<file path="src/verilog/twru_defs.vh">
// Constants for the triple watchdog reset unit: register offsets, fields, resets, timing.
// Included by the watchdog unit and its windowed watchdog counter module.
`ifndef TWRU_DEFS_VH
`define TWRU_DEFS_VH

// Register byte offsets (one aligned word each)
`define TWRU_OFF_A_CTRL     8'h00
`define TWRU_OFF_A_PERIOD   8'h04
`define TWRU_OFF_A_WINDOW   8'h08
`define TWRU_OFF_A_COUNT    8'h0c
`define TWRU_OFF_B_CTRL     8'h10
`define TWRU_OFF_B_PERIOD   8'h14
`define TWRU_OFF_B_WINDOW   8'h18
`define TWRU_OFF_B_COUNT    8'h1c
`define TWRU_OFF_AON_CTRL   8'h20
`define TWRU_OFF_AON_COUNT  8'h24
`define TWRU_OFF_RESTART    8'h28
`define TWRU_OFF_CAUSE      8'h2c
`define TWRU_OFF_STATUS     8'h30
`define TWRU_OFF_MASK       8'h34

// Windowed control fields
`define TWRU_CTL_EN         0
`define TWRU_CTL_WIN        1
`define TWRU_CTL_POR        2
`define TWRU_CTL_SRC_LO     3
`define TWRU_CTL_SRC_HI     4
`define TWRU_CTL_PRE_LO     8
`define TWRU_CTL_PRE_HI     15

// Always-on control fields
`define TWRU_AON_EN         0
`define TWRU_AON_POR        1
`define TWRU_AON_SEL_LO     4
`define TWRU_AON_SEL_HI     7

// Clock source encodings
`define TWRU_SRC_SYS        2'h0
`define TWRU_SRC_RTC        2'h1
`define TWRU_SRC_PMU        2'h2

// Restart key values written to the restart register
`define TWRU_KEY_A          32'h0000a5a1
`define TWRU_KEY_B          32'h0000a5b2
`define TWRU_KEY_AON        32'h0000a5c3

// Status / cause bits
`define TWRU_BIT_A          0
`define TWRU_BIT_B          1
`define TWRU_BIT_AON        2

// Reset values
`define TWRU_RST_CTRL       32'h00000000
`define TWRU_RST_PERIOD     32'hffffffff
`define TWRU_RST_WINDOW     32'h00000000
`define TWRU_RST_AON_CTRL   32'h000000f0

// Always-on timing: 32768 Hz tick, longest timeout 8 s = 2^18 ticks
`define TWRU_AON_TICK_HZ    32768
`define TWRU_AON_MAX_S      8
`define TWRU_AON_MAX_TICKS  (`TWRU_AON_TICK_HZ * `TWRU_AON_MAX_S)
`define TWRU_AON_CNT_W      19

`endif

</file>
<file path="src/verilog/twru_window_wdog.v">
// One windowed watchdog: prescaler and 32-bit up counter with window check.
// Assumes synchronised one-cycle tick inputs from the parent on the same clock.
`timescale 1ns/1ps
`default_nettype none
`include "twru_defs.vh"
module twru_window_wdog
#(
   parameter CNT_W = 32,
   parameter PRE_W = 8
)
(
   // Clock and reset
   input  wire             ref_clk_i,
   input  wire             rst_b_i,
   // Configuration
   input  wire             enable_i,
   input  wire             window_en_i,
   input  wire [1:0]       src_sel_i,
   input  wire [PRE_W-1:0] prescale_i,
   input  wire [CNT_W-1:0] period_i,
   input  wire [CNT_W-1:0] window_i,
   // Count sources
   input  wire             sys_tick_i,
   input  wire             rtc_tick_i,
   input  wire             pmu_tick_i,
   // Restart and result
   input  wire             restart_i,
   output reg  [CNT_W-1:0] count_o,
   output reg              expire_o
);
   reg  [PRE_W-1:0] pre;
   reg              src_tick;
   wire             early;
   wire             cnt_tick;

   always @*
   begin
      case (src_sel_i)
         `TWRU_SRC_SYS: src_tick = sys_tick_i;
         `TWRU_SRC_RTC: src_tick = rtc_tick_i;
         `TWRU_SRC_PMU: src_tick = pmu_tick_i;
         default:       src_tick = 1'b0;
      endcase
   end

   assign cnt_tick = src_tick && (pre == prescale_i);
   // Restart before the window opens counts as a missed restart
   assign early = window_en_i && (count_o < window_i);

   always @(posedge ref_clk_i)
   begin
      if (!rst_b_i || !enable_i)
      begin
         pre      <= {PRE_W{1'b0}};
         count_o  <= {CNT_W{1'b0}};
         expire_o <= 1'b0;
      end
      else
      begin
         expire_o <= 1'b0;
         if (restart_i && early)
            expire_o <= 1'b1;
         else if (restart_i)
         begin
            pre     <= {PRE_W{1'b0}};
            count_o <= {CNT_W{1'b0}};
         end
         else if (src_tick)
         begin
            pre <= cnt_tick ? {PRE_W{1'b0}} : pre + 1'b1;
            if (cnt_tick)
            begin
               if (count_o >= period_i)
               begin
                  expire_o <= 1'b1;
                  count_o  <= {CNT_W{1'b0}};
               end
               else
                  count_o <= count_o + 1'b1;
            end
         end
      end
   end
endmodule
`default_nettype wire

</file>
<file path="src/verilog/twru_unit.v">
// Watchdog unit: two windowed watchdogs, one always-on watchdog, AHB-Lite slave.
// Assumes AHB-Lite single word transfers; rtc and pmu ticks arrive asynchronously;
// aon logic sits on an always-powered supply, modelled here on the same clock.
//
// Behaviour
// - Two independent windowed watchdogs, each with its own window mode enable.
// - Each counts a 32-bit counter through a prescaler; expiry requests reset unless in sleep.
// - Missing restart, or restart outside the window, is a timeout.
// - Timeout requests firmware system reset or power-on reset per configuration.
// - A reset request from watchdog a or b sets its cause flag, kept across system reset.
// - Windowed count clock: scaled system clock, rtc clock or pmu clock.
// - A separate third watchdog recovers from runaway code.
// - Always-on expiry sets its own cause flag, readable after a system reset.
// - Always-on watchdog keeps counting in retention and deepest sleep states.
// - Always-on timeout programmable up to 8 seconds, coarse steps.
//
// The AHB-Lite slave port and the register offsets are this design's own decisions.
`timescale 1ns/1ps
`default_nettype none
`include "twru_defs.vh"
module twru_unit
#(
   parameter SYS_DIV = 16
)
(
   // Clock and resets
   input  wire        ref_clk_i,
   input  wire        rst_b_i,
   input  wire        por_b_i,
   // Asynchronous count sources
   input  wire        rtc_clk_i,
   input  wire        pmu_clk_i,
   // Power state
   input  wire        sleep_i,
   // AHB-Lite slave
   input  wire        hsel_i,
   input  wire [7:0]  haddr_i,
   input  wire [1:0]  htrans_i,
   input  wire        hwrite_i,
   input  wire [2:0]  hsize_i,
   input  wire [31:0] hwdata_i,
   input  wire        hready_i,
   output wire [31:0] hrdata_o,
   output wire        hreadyout_o,
   output wire        hresp_o,
   // Reset requests and interrupt
   output reg         sys_rst_req_o,
   output reg         por_rst_req_o,
   output wire        irq_o
);
   reg [31:0] ctrl_a;
   reg [31:0] ctrl_b;
   reg [31:0] period_a;
   reg [31:0] period_b;
   reg [31:0] window_a;
   reg [31:0] window_b;
   reg [31:0] aon_ctrl;
   reg [2:0]  cause;
   reg [2:0]  status;
   reg [2:0]  mask;
   reg [31:0] rdata;
   reg        wr_pend;
   reg [7:0]  wr_addr;
   reg        rtc_s1;
   reg        rtc_s2;
   reg        rtc_s3;
   reg        pmu_s1;
   reg        pmu_s2;
   reg        pmu_s3;
   reg [7:0]  sys_div;
   reg [`TWRU_AON_CNT_W-1:0] aon_cnt;
   reg        aon_exp;
   reg [31:0] next_rdata;
   wire       rtc_tick;
   wire       pmu_tick;
   wire       sys_tick;
   wire [31:0] count_a;
   wire [31:0] count_b;
   wire       exp_a;
   wire       exp_b;
   wire       rst_a;
   wire       rst_b;
   wire       restart_a;
   wire       restart_b;
   wire       restart_aon;
   wire       rd_req;
   wire       wr_req;
   wire [`TWRU_AON_CNT_W-1:0] aon_limit;
   wire [`TWRU_AON_CNT_W-1:0] aon_one;
   wire [4:0] aon_shift;
   wire [2:0] events;
   wire [2:0] rst_events;

   // Bus: zero wait states, always OKAY
   assign hreadyout_o = 1'b1;
   assign hresp_o     = 1'b0;
   assign hrdata_o    = rdata;
   assign rd_req = hsel_i && hready_i && htrans_i[1] && !hwrite_i;
   assign wr_req = hsel_i && hready_i && htrans_i[1] && hwrite_i;

   // Two-flop synchronisers, third flop only for the edge detect
   always @(posedge ref_clk_i)
   begin
      if (!rst_b_i)
      begin
         rtc_s1 <= 1'b0;
         rtc_s2 <= 1'b0;
         rtc_s3 <= 1'b0;
         pmu_s1 <= 1'b0;
         pmu_s2 <= 1'b0;
         pmu_s3 <= 1'b0;
      end
      else
      begin
         rtc_s1 <= rtc_clk_i;
         rtc_s2 <= rtc_s1;
         rtc_s3 <= rtc_s2;
         pmu_s1 <= pmu_clk_i;
         pmu_s2 <= pmu_s1;
         pmu_s3 <= pmu_s2;
      end
   end
   assign rtc_tick = rtc_s2 && !rtc_s3;
   assign pmu_tick = pmu_s2 && !pmu_s3;

   // Scaled system clock tick
   always @(posedge ref_clk_i)
   begin
      if (!rst_b_i)
         sys_div <= 8'h00;
      else if (sys_div == SYS_DIV - 1)
         sys_div <= 8'h00;
      else
         sys_div <= sys_div + 8'h01;
   end
   assign sys_tick = (sys_div == SYS_DIV - 1);

   // Restart writes carry a key so a stray store cannot feed a watchdog
   assign restart_a   = wr_pend && (wr_addr == `TWRU_OFF_RESTART)
                        && (hwdata_i == `TWRU_KEY_A);
   assign restart_b   = wr_pend && (wr_addr == `TWRU_OFF_RESTART)
                        && (hwdata_i == `TWRU_KEY_B);
   assign restart_aon = wr_pend && (wr_addr == `TWRU_OFF_RESTART)
                        && (hwdata_i == `TWRU_KEY_AON);

   // Two independent windowed watchdogs
   twru_window_wdog #(.CNT_W(32), .PRE_W(8)) u_wdog_a
   (
      .ref_clk_i   (ref_clk_i),
      .rst_b_i     (rst_b_i),
      .enable_i    (ctrl_a[`TWRU_CTL_EN]),
      .window_en_i (ctrl_a[`TWRU_CTL_WIN]),
      .src_sel_i   (ctrl_a[`TWRU_CTL_SRC_HI:`TWRU_CTL_SRC_LO]),
      .prescale_i  (ctrl_a[`TWRU_CTL_PRE_HI:`TWRU_CTL_PRE_LO]),
      .period_i    (period_a),
      .window_i    (window_a),
      .sys_tick_i  (sys_tick),
      .rtc_tick_i  (rtc_tick),
      .pmu_tick_i  (pmu_tick),
      .restart_i   (restart_a),
      .count_o     (count_a),
      .expire_o    (exp_a)
   );

   twru_window_wdog #(.CNT_W(32), .PRE_W(8)) u_wdog_b
   (
      .ref_clk_i   (ref_clk_i),
      .rst_b_i     (rst_b_i),
      .enable_i    (ctrl_b[`TWRU_CTL_EN]),
      .window_en_i (ctrl_b[`TWRU_CTL_WIN]),
      .src_sel_i   (ctrl_b[`TWRU_CTL_SRC_HI:`TWRU_CTL_SRC_LO]),
      .prescale_i  (ctrl_b[`TWRU_CTL_PRE_HI:`TWRU_CTL_PRE_LO]),
      .period_i    (period_b),
      .window_i    (window_b),
      .sys_tick_i  (sys_tick),
      .rtc_tick_i  (rtc_tick),
      .pmu_tick_i  (pmu_tick),
      .restart_i   (restart_b),
      .count_o     (count_b),
      .expire_o    (exp_b)
   );

   // Always-on watchdog: counts rtc ticks, limit 2^(sel+3) ticks, 8 s at sel 15
   // Shift is five bits wide so sel 15 plus 3 does not wrap
   assign aon_one   = {{(`TWRU_AON_CNT_W-1){1'b0}}, 1'b1};
   assign aon_shift = {1'b0, aon_ctrl[`TWRU_AON_SEL_HI:`TWRU_AON_SEL_LO]} + 5'h03;
   assign aon_limit = (aon_one << aon_shift) - aon_one;

   // Held at zero only by power-on reset or enable low; sleep does not stop it, system reset holds its rtc ticks
   always @(posedge ref_clk_i)
   begin
      if (!por_b_i || !aon_ctrl[`TWRU_AON_EN])
      begin
         aon_cnt <= {`TWRU_AON_CNT_W{1'b0}};
         aon_exp <= 1'b0;
      end
      else
      begin
         aon_exp <= 1'b0;
         if (restart_aon)
            aon_cnt <= {`TWRU_AON_CNT_W{1'b0}};
         else if (rtc_tick)
         begin
            if (aon_cnt >= aon_limit)
            begin
               aon_exp <= 1'b1;
               aon_cnt <= {`TWRU_AON_CNT_W{1'b0}};
            end
            else
               aon_cnt <= aon_cnt + 1'b1;
         end
      end
   end

   // Reset requests; windowed watchdog requests are masked in sleep, the aon one is not
   assign rst_a = exp_a && !sleep_i;
   assign rst_b = exp_b && !sleep_i;
   always @(posedge ref_clk_i)
   begin
      if (!por_b_i)
      begin
         sys_rst_req_o <= 1'b0;
         por_rst_req_o <= 1'b0;
      end
      else
      begin
         sys_rst_req_o <= (rst_a && !ctrl_a[`TWRU_CTL_POR]) ||
                          (rst_b && !ctrl_b[`TWRU_CTL_POR]) ||
                          (aon_exp && !aon_ctrl[`TWRU_AON_POR]);
         por_rst_req_o <= (rst_a && ctrl_a[`TWRU_CTL_POR]) ||
                          (rst_b && ctrl_b[`TWRU_CTL_POR]) ||
                          (aon_exp && aon_ctrl[`TWRU_AON_POR]);
      end
   end

   // Status sees every expiry; cause only those that reset the system
   assign events     = {aon_exp, exp_b, exp_a};
   assign rst_events = {aon_exp, rst_b, rst_a};

   // Cause flags survive system reset; cleared only by power-on or write-one
   always @(posedge ref_clk_i)
   begin
      if (!por_b_i)
         cause <= 3'h0;
      else if (wr_pend && wr_addr == `TWRU_OFF_CAUSE)
         cause <= (cause & ~hwdata_i[2:0]) | rst_events;
      else
         cause <= cause | rst_events;
   end

   // Registers, status and read data
   always @(posedge ref_clk_i)
   begin
      if (!rst_b_i)
      begin
         ctrl_a   <= `TWRU_RST_CTRL;
         ctrl_b   <= `TWRU_RST_CTRL;
         period_a <= `TWRU_RST_PERIOD;
         period_b <= `TWRU_RST_PERIOD;
         window_a <= `TWRU_RST_WINDOW;
         window_b <= `TWRU_RST_WINDOW;
         mask     <= 3'h0;
         status   <= 3'h0;
         wr_pend  <= 1'b0;
         wr_addr  <= 8'h00;
         rdata    <= 32'h00000000;
      end
      else
      begin
         wr_pend <= wr_req;
         wr_addr <= haddr_i;
         if (wr_pend)
         begin
            case (wr_addr)
               `TWRU_OFF_A_CTRL:   ctrl_a   <= hwdata_i;
               `TWRU_OFF_A_PERIOD: period_a <= hwdata_i;
               `TWRU_OFF_A_WINDOW: window_a <= hwdata_i;
               `TWRU_OFF_B_CTRL:   ctrl_b   <= hwdata_i;
               `TWRU_OFF_B_PERIOD: period_b <= hwdata_i;
               `TWRU_OFF_B_WINDOW: window_b <= hwdata_i;
               `TWRU_OFF_MASK:     mask     <= hwdata_i[2:0];
               default:            mask     <= mask;
            endcase
         end
         // A new event wins over the read that clears
         if (rd_req && haddr_i == `TWRU_OFF_STATUS)
            status <= events;
         else
            status <= status | events;
         rdata <= rd_req ? next_rdata : 32'h00000000;
      end
   end

   // Always-on control sits on the power-on reset domain
   always @(posedge ref_clk_i)
   begin
      if (!por_b_i)
         aon_ctrl <= `TWRU_RST_AON_CTRL;
      else if (wr_pend && wr_addr == `TWRU_OFF_AON_CTRL)
         aon_ctrl <= hwdata_i;
   end

   always @*
   begin
      case (haddr_i)
         `TWRU_OFF_A_CTRL:    next_rdata = ctrl_a;
         `TWRU_OFF_A_PERIOD:  next_rdata = period_a;
         `TWRU_OFF_A_WINDOW:  next_rdata = window_a;
         `TWRU_OFF_A_COUNT:   next_rdata = count_a;
         `TWRU_OFF_B_CTRL:    next_rdata = ctrl_b;
         `TWRU_OFF_B_PERIOD:  next_rdata = period_b;
         `TWRU_OFF_B_WINDOW:  next_rdata = window_b;
         `TWRU_OFF_B_COUNT:   next_rdata = count_b;
         `TWRU_OFF_AON_CTRL:  next_rdata = aon_ctrl;
         `TWRU_OFF_AON_COUNT: next_rdata = {{(32-`TWRU_AON_CNT_W){1'b0}}, aon_cnt};
         `TWRU_OFF_CAUSE:     next_rdata = {29'h0, cause};
         `TWRU_OFF_STATUS:    next_rdata = {29'h0, status};
         `TWRU_OFF_MASK:      next_rdata = {29'h0, mask};
         default:             next_rdata = 32'h00000000;
      endcase
   end

   assign irq_o = |(status & mask);
endmodule
`default_nettype wire

</file>
<file path="config.mk">
export PLATFORM = sky130hd
export DESIGN_NAME = twru_unit
export DESIGN_NICKNAME = d
export VERILOG_FILES = /design/src/verilog/twru_window_wdog.v /design/src/verilog/twru_unit.v
export VERILOG_INCLUDE_DIRS = /design/src /design/src/verilog
export SDC_FILE = /design/constraint.sdc
export NUM_CORES = 1
export LEC_CHECK = 0
export BUFFER_PORTS_ARGS = -buffer_cell sky130_fd_sc_hd__clkbuf_2
export CORE_AREA = 2 2 209 211
export DETAILED_ROUTE_END_ITERATION = 6
export DIE_AREA = 0 0 211 213
export PLACE_DENSITY_LB_ADDON = 0.05
export SLEW_MARGIN = 20
export SYNTH_ARGS = -nofsm -noshare
export SYNTH_HDL_FRONTEND = slang
export SYNTH_SLANG_ARGS = --single-unit
</file>
<file path="constraint.sdc">
create_clock -name ref_clk_i -period 3.7 [get_ports ref_clk_i]
set_clock_uncertainty 0.15 [all_clocks]
set_input_delay 0 -clock ref_clk_i [delete_from_list [all_inputs] [get_ports ref_clk_i]]
set_output_delay 0 -clock ref_clk_i [all_outputs]
set_load 0.03 [all_outputs]
</file>
==> results.env, run 1 <==
SYNTH.TOP_CELLS.BY_AREA='sky130_fd_sc_hd__dfxtp_1 (37%), sky130_fd_sc_hd__nand2_1 (10%), sky130_fd_sc_hd__ha_1 (9.0%)'
CP_NUM_BUF_INV=1
POST_ROUTE_CELLS_DRIVE_ABOVE_1_SHARE_PCT=9.43
WORSTSETUPPATHDEPTH=10
CRITICAL_PATH.TOP_DELAY_FAMILY='compound AO/OA/AOI/OAI gates'
GR-USAGE-ALL-LAYERS_PCT=33.0
POST_SYNTH_TOP_AREA_SHARE_PCT=37.0
SYN-INSTANCE-COUNT=2651
POWER.IR.VDD_WORST_uV=282
CAP_VIOLATIONS=0
SYNTH-EDFF-COUNT=0
SYNTH_AREA_LEADER='sky130_fd_sc_hd__dfxtp_1'
AREA_OF_THE_CORE_MM2=0.0427
NETLIST_TOP_CELLS_COUNT='sky130_fd_sc_hd__nand2_1 (576), sky130_fd_sc_hd__dfxtp_1 (392), sky130_fd_sc_hd__a21boi_0 (163), sky130_fd_sc_hd__inv_1 (154), sky130_fd_sc_hd__ha_1 (152)'
DETAILROUTE.VIA_COUNT=20100
SETUP-TNS-FINAL_NS=0
LAYOUTNONFILLERINSTCOUNT=3323
GLOBALROUTEOVERFLOWTOTAL=0
ROUTE.ANTENNA.REMAINING_NETS=0
NUMCTSBUFFERS=45
SETUP.WORST_PATH.CLASS='reg -> reg'
POST_DP_CELL_AREA_MM2=0.0222
TIMING.FINAL.CRIT_SHARE_PCT=92.5
FP.DIEW_UM=211
AREA.SEQUENTIAL_MM2=0.00785
POST-DP-HPWL_UM=53000
NUMBER_OF_TOP_LEVEL_PINS=91
YOSYS.CELL_COUNT.TOP_TYPE='sky130_fd_sc_hd__nand2_1'
POWER.LEAKAGE_nW=9.76
MULTI_INPUT_AREA_MM2=0.0121
WORST_PIN_SLEW_NS=0.956
STATUS='finished with violations'
CLKTRANSATPATHREGS_NS=0.06
DRT_FIRST_PASS_ITERS=7
TRITONCTS='done'
POWER-PER-CELL-AREA_mW_PER_MM2=376
CRITPATHLAUNCHTYPE='flop'
PATH_CELLS='ha_1 > a21o_1 > a21o_1 > a2111oi_0 > nor4b_1 > a41oi_1 > nor4b_2 > buf_4 > and3_1 > a221o_1'
SYNTHTOLAYOUTAREAGROWTH_PCT=14.8
YOSYS_REGISTER_BITS=392
SHARE_OF_SYNTHESIZED_REGISTERS_CARRYING_AN_ASYNC_SET_OR_RESET_PCT=0
VIAS_PER_CELL=6.06
CRITICAL_PATH.ENDPOINT='u_wdog_a.count_o[26]'
MAXIMUM_NUMBER_OF_PINS_ON_ONE_NET_BEFORE_GLOBAL_ROUTE_REPAIR=180
SYNTHESIS.AREA_MM2=0.0212
FINAL_MAX_SLEW_VIOL_COUNT=0
RRSETUPSLACK_NS=0.28
GRT_ANTENNA_BEFORE_REPAIR=0
FILLER_CELL_COUNT=3997
VIOLATIONS_IN_THE_FINAL_REPORTS='design-rule violations'
CP_SLOWEST_STAGE_DELAY_NS=0.62
NETS=2951
VIA_COUNT_OF_THE_FIRST_GLOBAL_ROUTING_PASS=18600
CP-STARTPOINT='u_wdog_a.count_o[17]'
HOLD_VIOL=0
SYNTH_SEQUENTIAL_AREA_RATIO_PCT=37.0
CTS.SINKS=392
SETUP.WORST_PATH.END_CLASS='flop'
CRIT_PATH_FREQUENT_CELL='sky130_fd_sc_hd__a21o_1'
BUFFER_PORTS.INSERTED=84
WORSTSKEWPAIRLATENCY_NS=0.59
CRIT_SLOWEST_CELL='sky130_fd_sc_hd__dfxtp_1'
DIE_AREA_MM2=0.0449
NUM_ROWS=76
SYNTH.LIB_CELLS_USED.DISTINCT=74
DETAIL_ROUTE.WIRELENGTH_UM=74600
TIMING.FMAX_GHz=0.292
MIN_PATH_TYPE='in -> reg'
ANTENNA_CELLS_INSERTED=0
CTS-ROOT-TO-SINK-BUFFERS=3
FINAL.MIN_CLOCK_PERIOD_NS=3.42
FINAL_AREA_MM2=0.0243
POST_CTS.RESIZED_INSTANCES=0
HTREE_LEVELS=2
CHIP_HEIGHT_UM=213
TIMING.RR.START='u_wdog_a.count_o[17]'
ROOT_BUFFER='sky130_fd_sc_hd__clkbuf_16'
CRITPATHMAXFANOUT=26
REG2REG_TO='u_wdog_a.count_o[26]'
HOLDBUFCOUNTCTS=60
DRCVIOLATIONCOUNT=1
WORST_EP_REQUIRED_TIME_NS=4.07
CTS.REPAIR_TIMING.SETUP_BUFFER_COUNT=0
POST-PLACE-CELLS=3184
AVGROUTEDWIREPERCELL_UM=22.5
DRT-INITIAL-DRC-COUNT=2207
SYNTH-WARNING-COUNT=0
DOMINANTREGCELLSYNTH='sky130_fd_sc_hd__dfxtp_1'
WIRE_LENGTH_OF_THE_FIRST_GLOBAL_ROUTING_PASS_UM=112000
STARTING_DENSITY_OF_THE_CORE_PCT=49.6
TIMING.REG2REG.WORST_PATH_DEPTH=10
MIN_PATH_CELLS=4
WORSTPATHARRIVAL_NS=3.80
AVGSYNTHCELLAREA_UM2=8.00
TIMING.MAX_SLEW.REL_SLACK_PCT=35.7
SETUP_REPAIR_AFTER_GLOBAL_ROUTING_MISSED_ITS_MARGIN='false'
REPORT.FINAL.SETUP_VIOL=0
GP_ROUTABILITY_CONGESTION=0.942
==> power by group <==
part / internal [mW] / switching (mW) / leakage, nW
sequential: 4.23 / 0.0106 / 3.16
clock: 2.72 / 1.85 / 0.752
combinational: 0.124 / 0.212 / 5.84
total: 7.08 / 2.08 / 9.76
==> cell families (layout without fill, tap and decap cells) <==
logic type / count (synthesis) / in the layout / share of synthesized area [%]
and+or+nand+nor: 1060 / 1060 / 22.9
other: 2 / 5 / 0.0354
AOI/OAI and AO/OA: 653 / 653 / 22.2
DFF: 392 / 392 / 37.0
buffers and inverters: 326 / 449 / 6.05
muxes: 19 / 19 / 0.927
adders and majority gates: 152 / 152 / 8.97
xor gates and xnor gates: 47 / 47 / 1.94
==> area by class of cell <==
class | instances | share of cell area [%]
clock inverter | 11 | 0.448
inverter | 155 | 2.39
sequential | 392 | 32.3
multi-input combinational | 1936 | 49.9
clock buffer | 68 | 5.74
tap | 546 | 2.81
timing repair buffer | 215 | 6.47
==> sequential cells by signal, summed over array words and instances, names as in the netlist, 19 cells and up <==
signal	flops
ctrl_b	32
u_wdog_a.count_o	32
window_b	32
window_a	32
period_a	32
aon_cnt	19
u_wdog_b.count_o	32
ctrl_a	32
hrdata_o	32
period_b	32
aon_ctrl	32
==> layout by cell type (no fill, tap or decap), types with 67 or more instances in the layout <==
master,n
sky130_fd_sc_hd__a21boi_0,163
sky130_fd_sc_hd__a21oi_1,86
sky130_fd_sc_hd__buf_4,70
sky130_fd_sc_hd__clkbuf_2,83
sky130_fd_sc_hd__dfxtp_1,392
sky130_fd_sc_hd__ha_1,152
sky130_fd_sc_hd__inv_1,154
sky130_fd_sc_hd__nand2_1,576
sky130_fd_sc_hd__nand3_1,70
sky130_fd_sc_hd__nor2_1,122
sky130_fd_sc_hd__o211ai_1,67
sky130_fd_sc_hd__o21ai_0,76
==> layer usage <==
layer / global-route usage (%) / share of wire, %
met1: 48.5 / 46
met2: 47.9 / 41
met3: 7.84 / 10
met4: 8.84 / 2.5
met5: 0 / 0
==> worst min-delay path, cell delays in order <==
cell                            delay, ns
sky130_fd_sc_hd__clkbuf_2            0.09
sky130_fd_sc_hd__nand4_1             0.09
sky130_fd_sc_hd__nor2_1              0.05
sky130_fd_sc_hd__dlygate4sd3_1       0.56
==> through the flow <==
stage	hold slack [ns]	total power [mW]	worst slack, ns	util, %
global placement	0.0583	4.61	0.477	52.0
floorplan	-0.0378	4.50	0.724	-
global route	0.136	9.40	0.117	57.0
detailed placement	0.0624	4.61	0.315	52.0
finish	0.112	9.16	0.277	57.0
CTS	0.0825	9.20	0.310	57.0
==> how the worst min path moves through the flow <==
stage	from	end	slack (ns)
2_1_floorplan	hwrite_i	wr_pend	-0.04
3_3_place_gp	rtc_clk_i	rtc_s1	0.06
3_5_place_dp	rtc_clk_i	rtc_s1	0.06
4_1_cts	hsel_i	wr_pend	0.08
5_1_grt	hsel_i	wr_pend	0.14
6_report	hsel_i	wr_pend	0.11
No activity file was read; power rests on OpenSTA's default activity.
==> inputs of run 2 (changes only) <==
--- a/config.mk
+++ b/config.mk
@@ -7,9 +7,11 @@
 export NUM_CORES = 1
 export LEC_CHECK = 0
 export BUFFER_PORTS_ARGS = -buffer_cell sky130_fd_sc_hd__clkbuf_2
-export CORE_AREA = 2 2 209 211
+export CELL_PAD_IN_SITES_DETAIL_PLACEMENT = 0
+export CELL_PAD_IN_SITES_GLOBAL_PLACEMENT = 2
+export CORE_AREA = 2 2 240 242
 export DETAILED_ROUTE_END_ITERATION = 6
-export DIE_AREA = 0 0 211 213
+export DIE_AREA = 0 0 242 244
 export PLACE_DENSITY_LB_ADDON = 0.05
 export SLEW_MARGIN = 20
 export SYNTH_ARGS = -nofsm -noshare
==> run 2 against run 1 <==
The run still ends with design-rule violations left. Clock-buffer cell count increased by 3. Wire length increased by 13%. Global-route usage decreased by 5.2 points. Final cell count increased by 7.9%. Worst hold slack improved by 0.0022 ns. Maximum frequency increased by 2.4%. Setup slack improved by 0.082 ns. Critical endpoint is now u_wdog_a.count_o[8]. Largest cell class unchanged. Highest routed layer unchanged.
==> results.env, run 2 (same netlist as run 1, synthesis figures left out) <==
SETUP_REPAIR_AFTER_GLOBAL_ROUTING_MISSED_ITS_MARGIN='false'
CRIT_SLOWEST_CELL='sky130_fd_sc_hd__and4bb_2'
FP.DIEW_UM=242
CP_SLOWEST_STAGE_DELAY_NS=0.75
AVGROUTEDWIREPERCELL_UM=23.4
POST_DP_CELL_AREA_MM2=0.0229
NUMCTSBUFFERS=47
WL_MET3_UM=6320
CRITICAL_PATH.ENDPOINT='u_wdog_a.count_o[8]'
POST-DP-HPWL_UM=60900
DIE_AREA_MM2=0.0590
PATH_CELLS='inv_1 > ha_1 > a21o_1 > a21o_1 > a2111oi_0 > nor4b_1 > a41oi_1 > and4bb_2 > a221o_1'
HIGHEST-SIGNAL-LAYER='met4'
CTS.SINKS=392
TIMING.FINAL.CRIT_SHARE_PCT=90.3
VIA_COUNT_OF_THE_FIRST_GLOBAL_ROUTING_PASS=18700
BUFFER_PORTS.INSERTED=84
CRITICAL_PATH.TOP_DELAY_FAMILY='compound AO/OA/AOI/OAI gates'
COMMONEST_CELLS_AFTER_ROUTING_FILL_AND_TAPS_ASIDE='sky130_fd_sc_hd__nand2_1 (576), sky130_fd_sc_hd__dfxtp_1 (392), sky130_fd_sc_hd__a21boi_0 (163)'
DETAILROUTE.VIA_COUNT=20200
VIOLATIONS_IN_THE_FINAL_REPORTS='design-rule violations'
NUMBER_OF_TOP_LEVEL_PINS=91
MIN_PATH_TYPE='in -> reg'
CTS-ROOT-TO-SINK-BUFFERS=3
DRT_FIRST_PASS_ITERS=7
FINAL_MAX_SLEW_VIOL_COUNT=0
HOLD_VIOL=0
GRT_ANTENNA_BEFORE_REPAIR=0
ROUTEDLENGTHMET1_UM=41800
TIMING.RR.START='period_a[17]'
CRITPATHMAXFANOUT=22
CRITPATHLAUNCHTYPE='flop'
WORSTHOLDSTART='hsel_i'
TIMING.MAX_SLEW.REL_SLACK_PCT=39.4
GP_ROUTABILITY_CONGESTION=0.903
GR-USAGE-ALL-LAYERS_PCT=27.8
WORSTPATHARRIVAL_NS=3.73
CTS.REPAIR_TIMING.SETUP_BUFFER_COUNT=0
CAP_VIOLATIONS=0
CLKTRANSATPATHREGS_NS=0.06
MAXIMUM_NUMBER_OF_PINS_ON_ONE_NET_BEFORE_GLOBAL_ROUTE_REPAIR=65
DRCVIOLATIONCOUNT=3
REG2REG_TO='u_wdog_a.count_o[8]'
ANTENNA_CELLS_INSERTED=0
WORSTSETUPPATHDEPTH=9
NETS=3001
STARTING_DENSITY_OF_THE_CORE_PCT=37.7
NUM_ROWS=87
POST_ROUTE_CELLS_DRIVE_ABOVE_1_SHARE_PCT=11.1
TRITONCTS='done'
CP_NUM_BUF_INV=1
CP-STARTPOINT='period_a[17]'
VIAS_PER_CELL=5.64
ROOT_BUFFER='sky130_fd_sc_hd__clkbuf_16'
CHIP_HEIGHT_UM=244
REPORT.FINAL.SETUP_VIOL=0
POWER.IR.VDD_WORST_uV=339
TIMING.REG2REG.WORST_PATH_DEPTH=9
STATUS='finished with violations'
WORST_EP_REQUIRED_TIME_NS=4.09
DR_WL_MET2_UM=33900
FINAL_AREA_MM2=0.0251
WORST_PIN_SLEW_NS=0.909
TIMING.FMAX_GHz=0.299
GLOBALROUTEOVERFLOWTOTAL=0
DETAIL_ROUTE.WIRELENGTH_UM=84100
CRIT_PATH_FREQUENT_CELL='sky130_fd_sc_hd__a21o_1'
POWER-PER-CELL-AREA_mW_PER_MM2=382
WIRE_LENGTH_OF_THE_FIRST_GLOBAL_ROUTING_PASS_UM=124000
SETUP-TNS-FINAL_NS=0
DRT-INITIAL-DRC-COUNT=2046
SYNTHTOLAYOUTAREAGROWTH_PCT=18.6
RRSETUPSLACK_NS=0.36
ROUTE.ANTENNA.REMAINING_NETS=0
SETUP.WORST_PATH.CLASS='reg -> reg'
AREA_OF_THE_CORE_MM2=0.0562
SETUP.WORST_PATH.END_CLASS='flop'
WORSTSKEWPAIRLATENCY_NS=0.60
MOST_COMMON_CELL_AFTER_LAYOUT_FILL_AND_TAPS_ASIDE='sky130_fd_sc_hd__nand2_1'
POWER.LEAKAGE_nW=10.1
FINAL.MIN_CLOCK_PERIOD_NS=3.34
HTREE_LEVELS=2
## run 2: cell types whose count changed in the layout (fill, tap and decap cells not counted), sizes merged
cell / previous run / this run
buf: 72 / 122
bufinv: 2 / 5
clkbuf: 151 / 154
clkinv: 8 / 6
dlygate4sd3: 60 / 58
clkinvlp: 0 / 1
inv: 156 / 155
## run 2: cell type report
type | count | area (µm²)
multi-input combinational | 1936 | 12200
sequential | 392 | 7850
timing repair buffer | 263 | 1950
clock inverter | 12 | 188
inverter | 155 | 582
clock buffer | 71 | 1460
tap | 756 | 946
fill | 5699 | 31000
## run 2: layer usage
metal  vias to the layer above  GRT usage, %
met1                      9733          42.9
li1                       9679             -
met3                        99          4.25
met4                         0          6.75
met2                       724          39.9
met5                         -             0
## run 2: power breakdown
part / internal (mW) / leakage (nW) / switching (mW)
sequential: 4.23 / 3.16 / 0.0106
clock: 3.05 / 0.814 / 1.96
combinational: 0.135 / 6.11 / 0.226
## run 2: what timing repair did
item | CTS | global route
endpoints found under the hold margin | 271 | 0
gates resized for setup | 0 | 0
hold buffers | 58 | 0
## run 2: worst min path at each step
stage | to | slack, ns | cells after the start
floorplan | wr_pend | -0.04 | 2
global placement | rtc_s1 | 0.06 | 2
detailed placement | rtc_s1 | 0.07 | 2
CTS | wr_pend | 0.08 | 4
global route | wr_pend | 0.12 | 4
finish | wr_pend | 0.11 | 4
## run 2: stage by stage
step / utilization, % / std cells / power [mW] / hold WS, ns / worst slack (ns)
3_5_place_dp: 40.8 / 3444 / 4.65 / 0.0699 / 0.280
5_1_grt: 44.7 / 3585 / 9.85 / 0.121 / 0.0225
6_report: 44.7 / 3585 / 9.61 / 0.115 / 0.359
3_3_place_gp: 40.8 / 3444 / 4.64 / 0.0584 / 0.307
4_1_cts: 44.7 / 3585 / 9.67 / 0.0839 / 0.310
2_1_floorplan: - / 2654 / 4.50 / -0.0378 / 0.724
## run 2: worst min-delay path: cells and delay by family
| kind | cells | cell delay, ns |
|---|---|---|
| and+or+nand+nor | 2 | 0.14 |
| buffers and inverters | 2 | 0.65 |
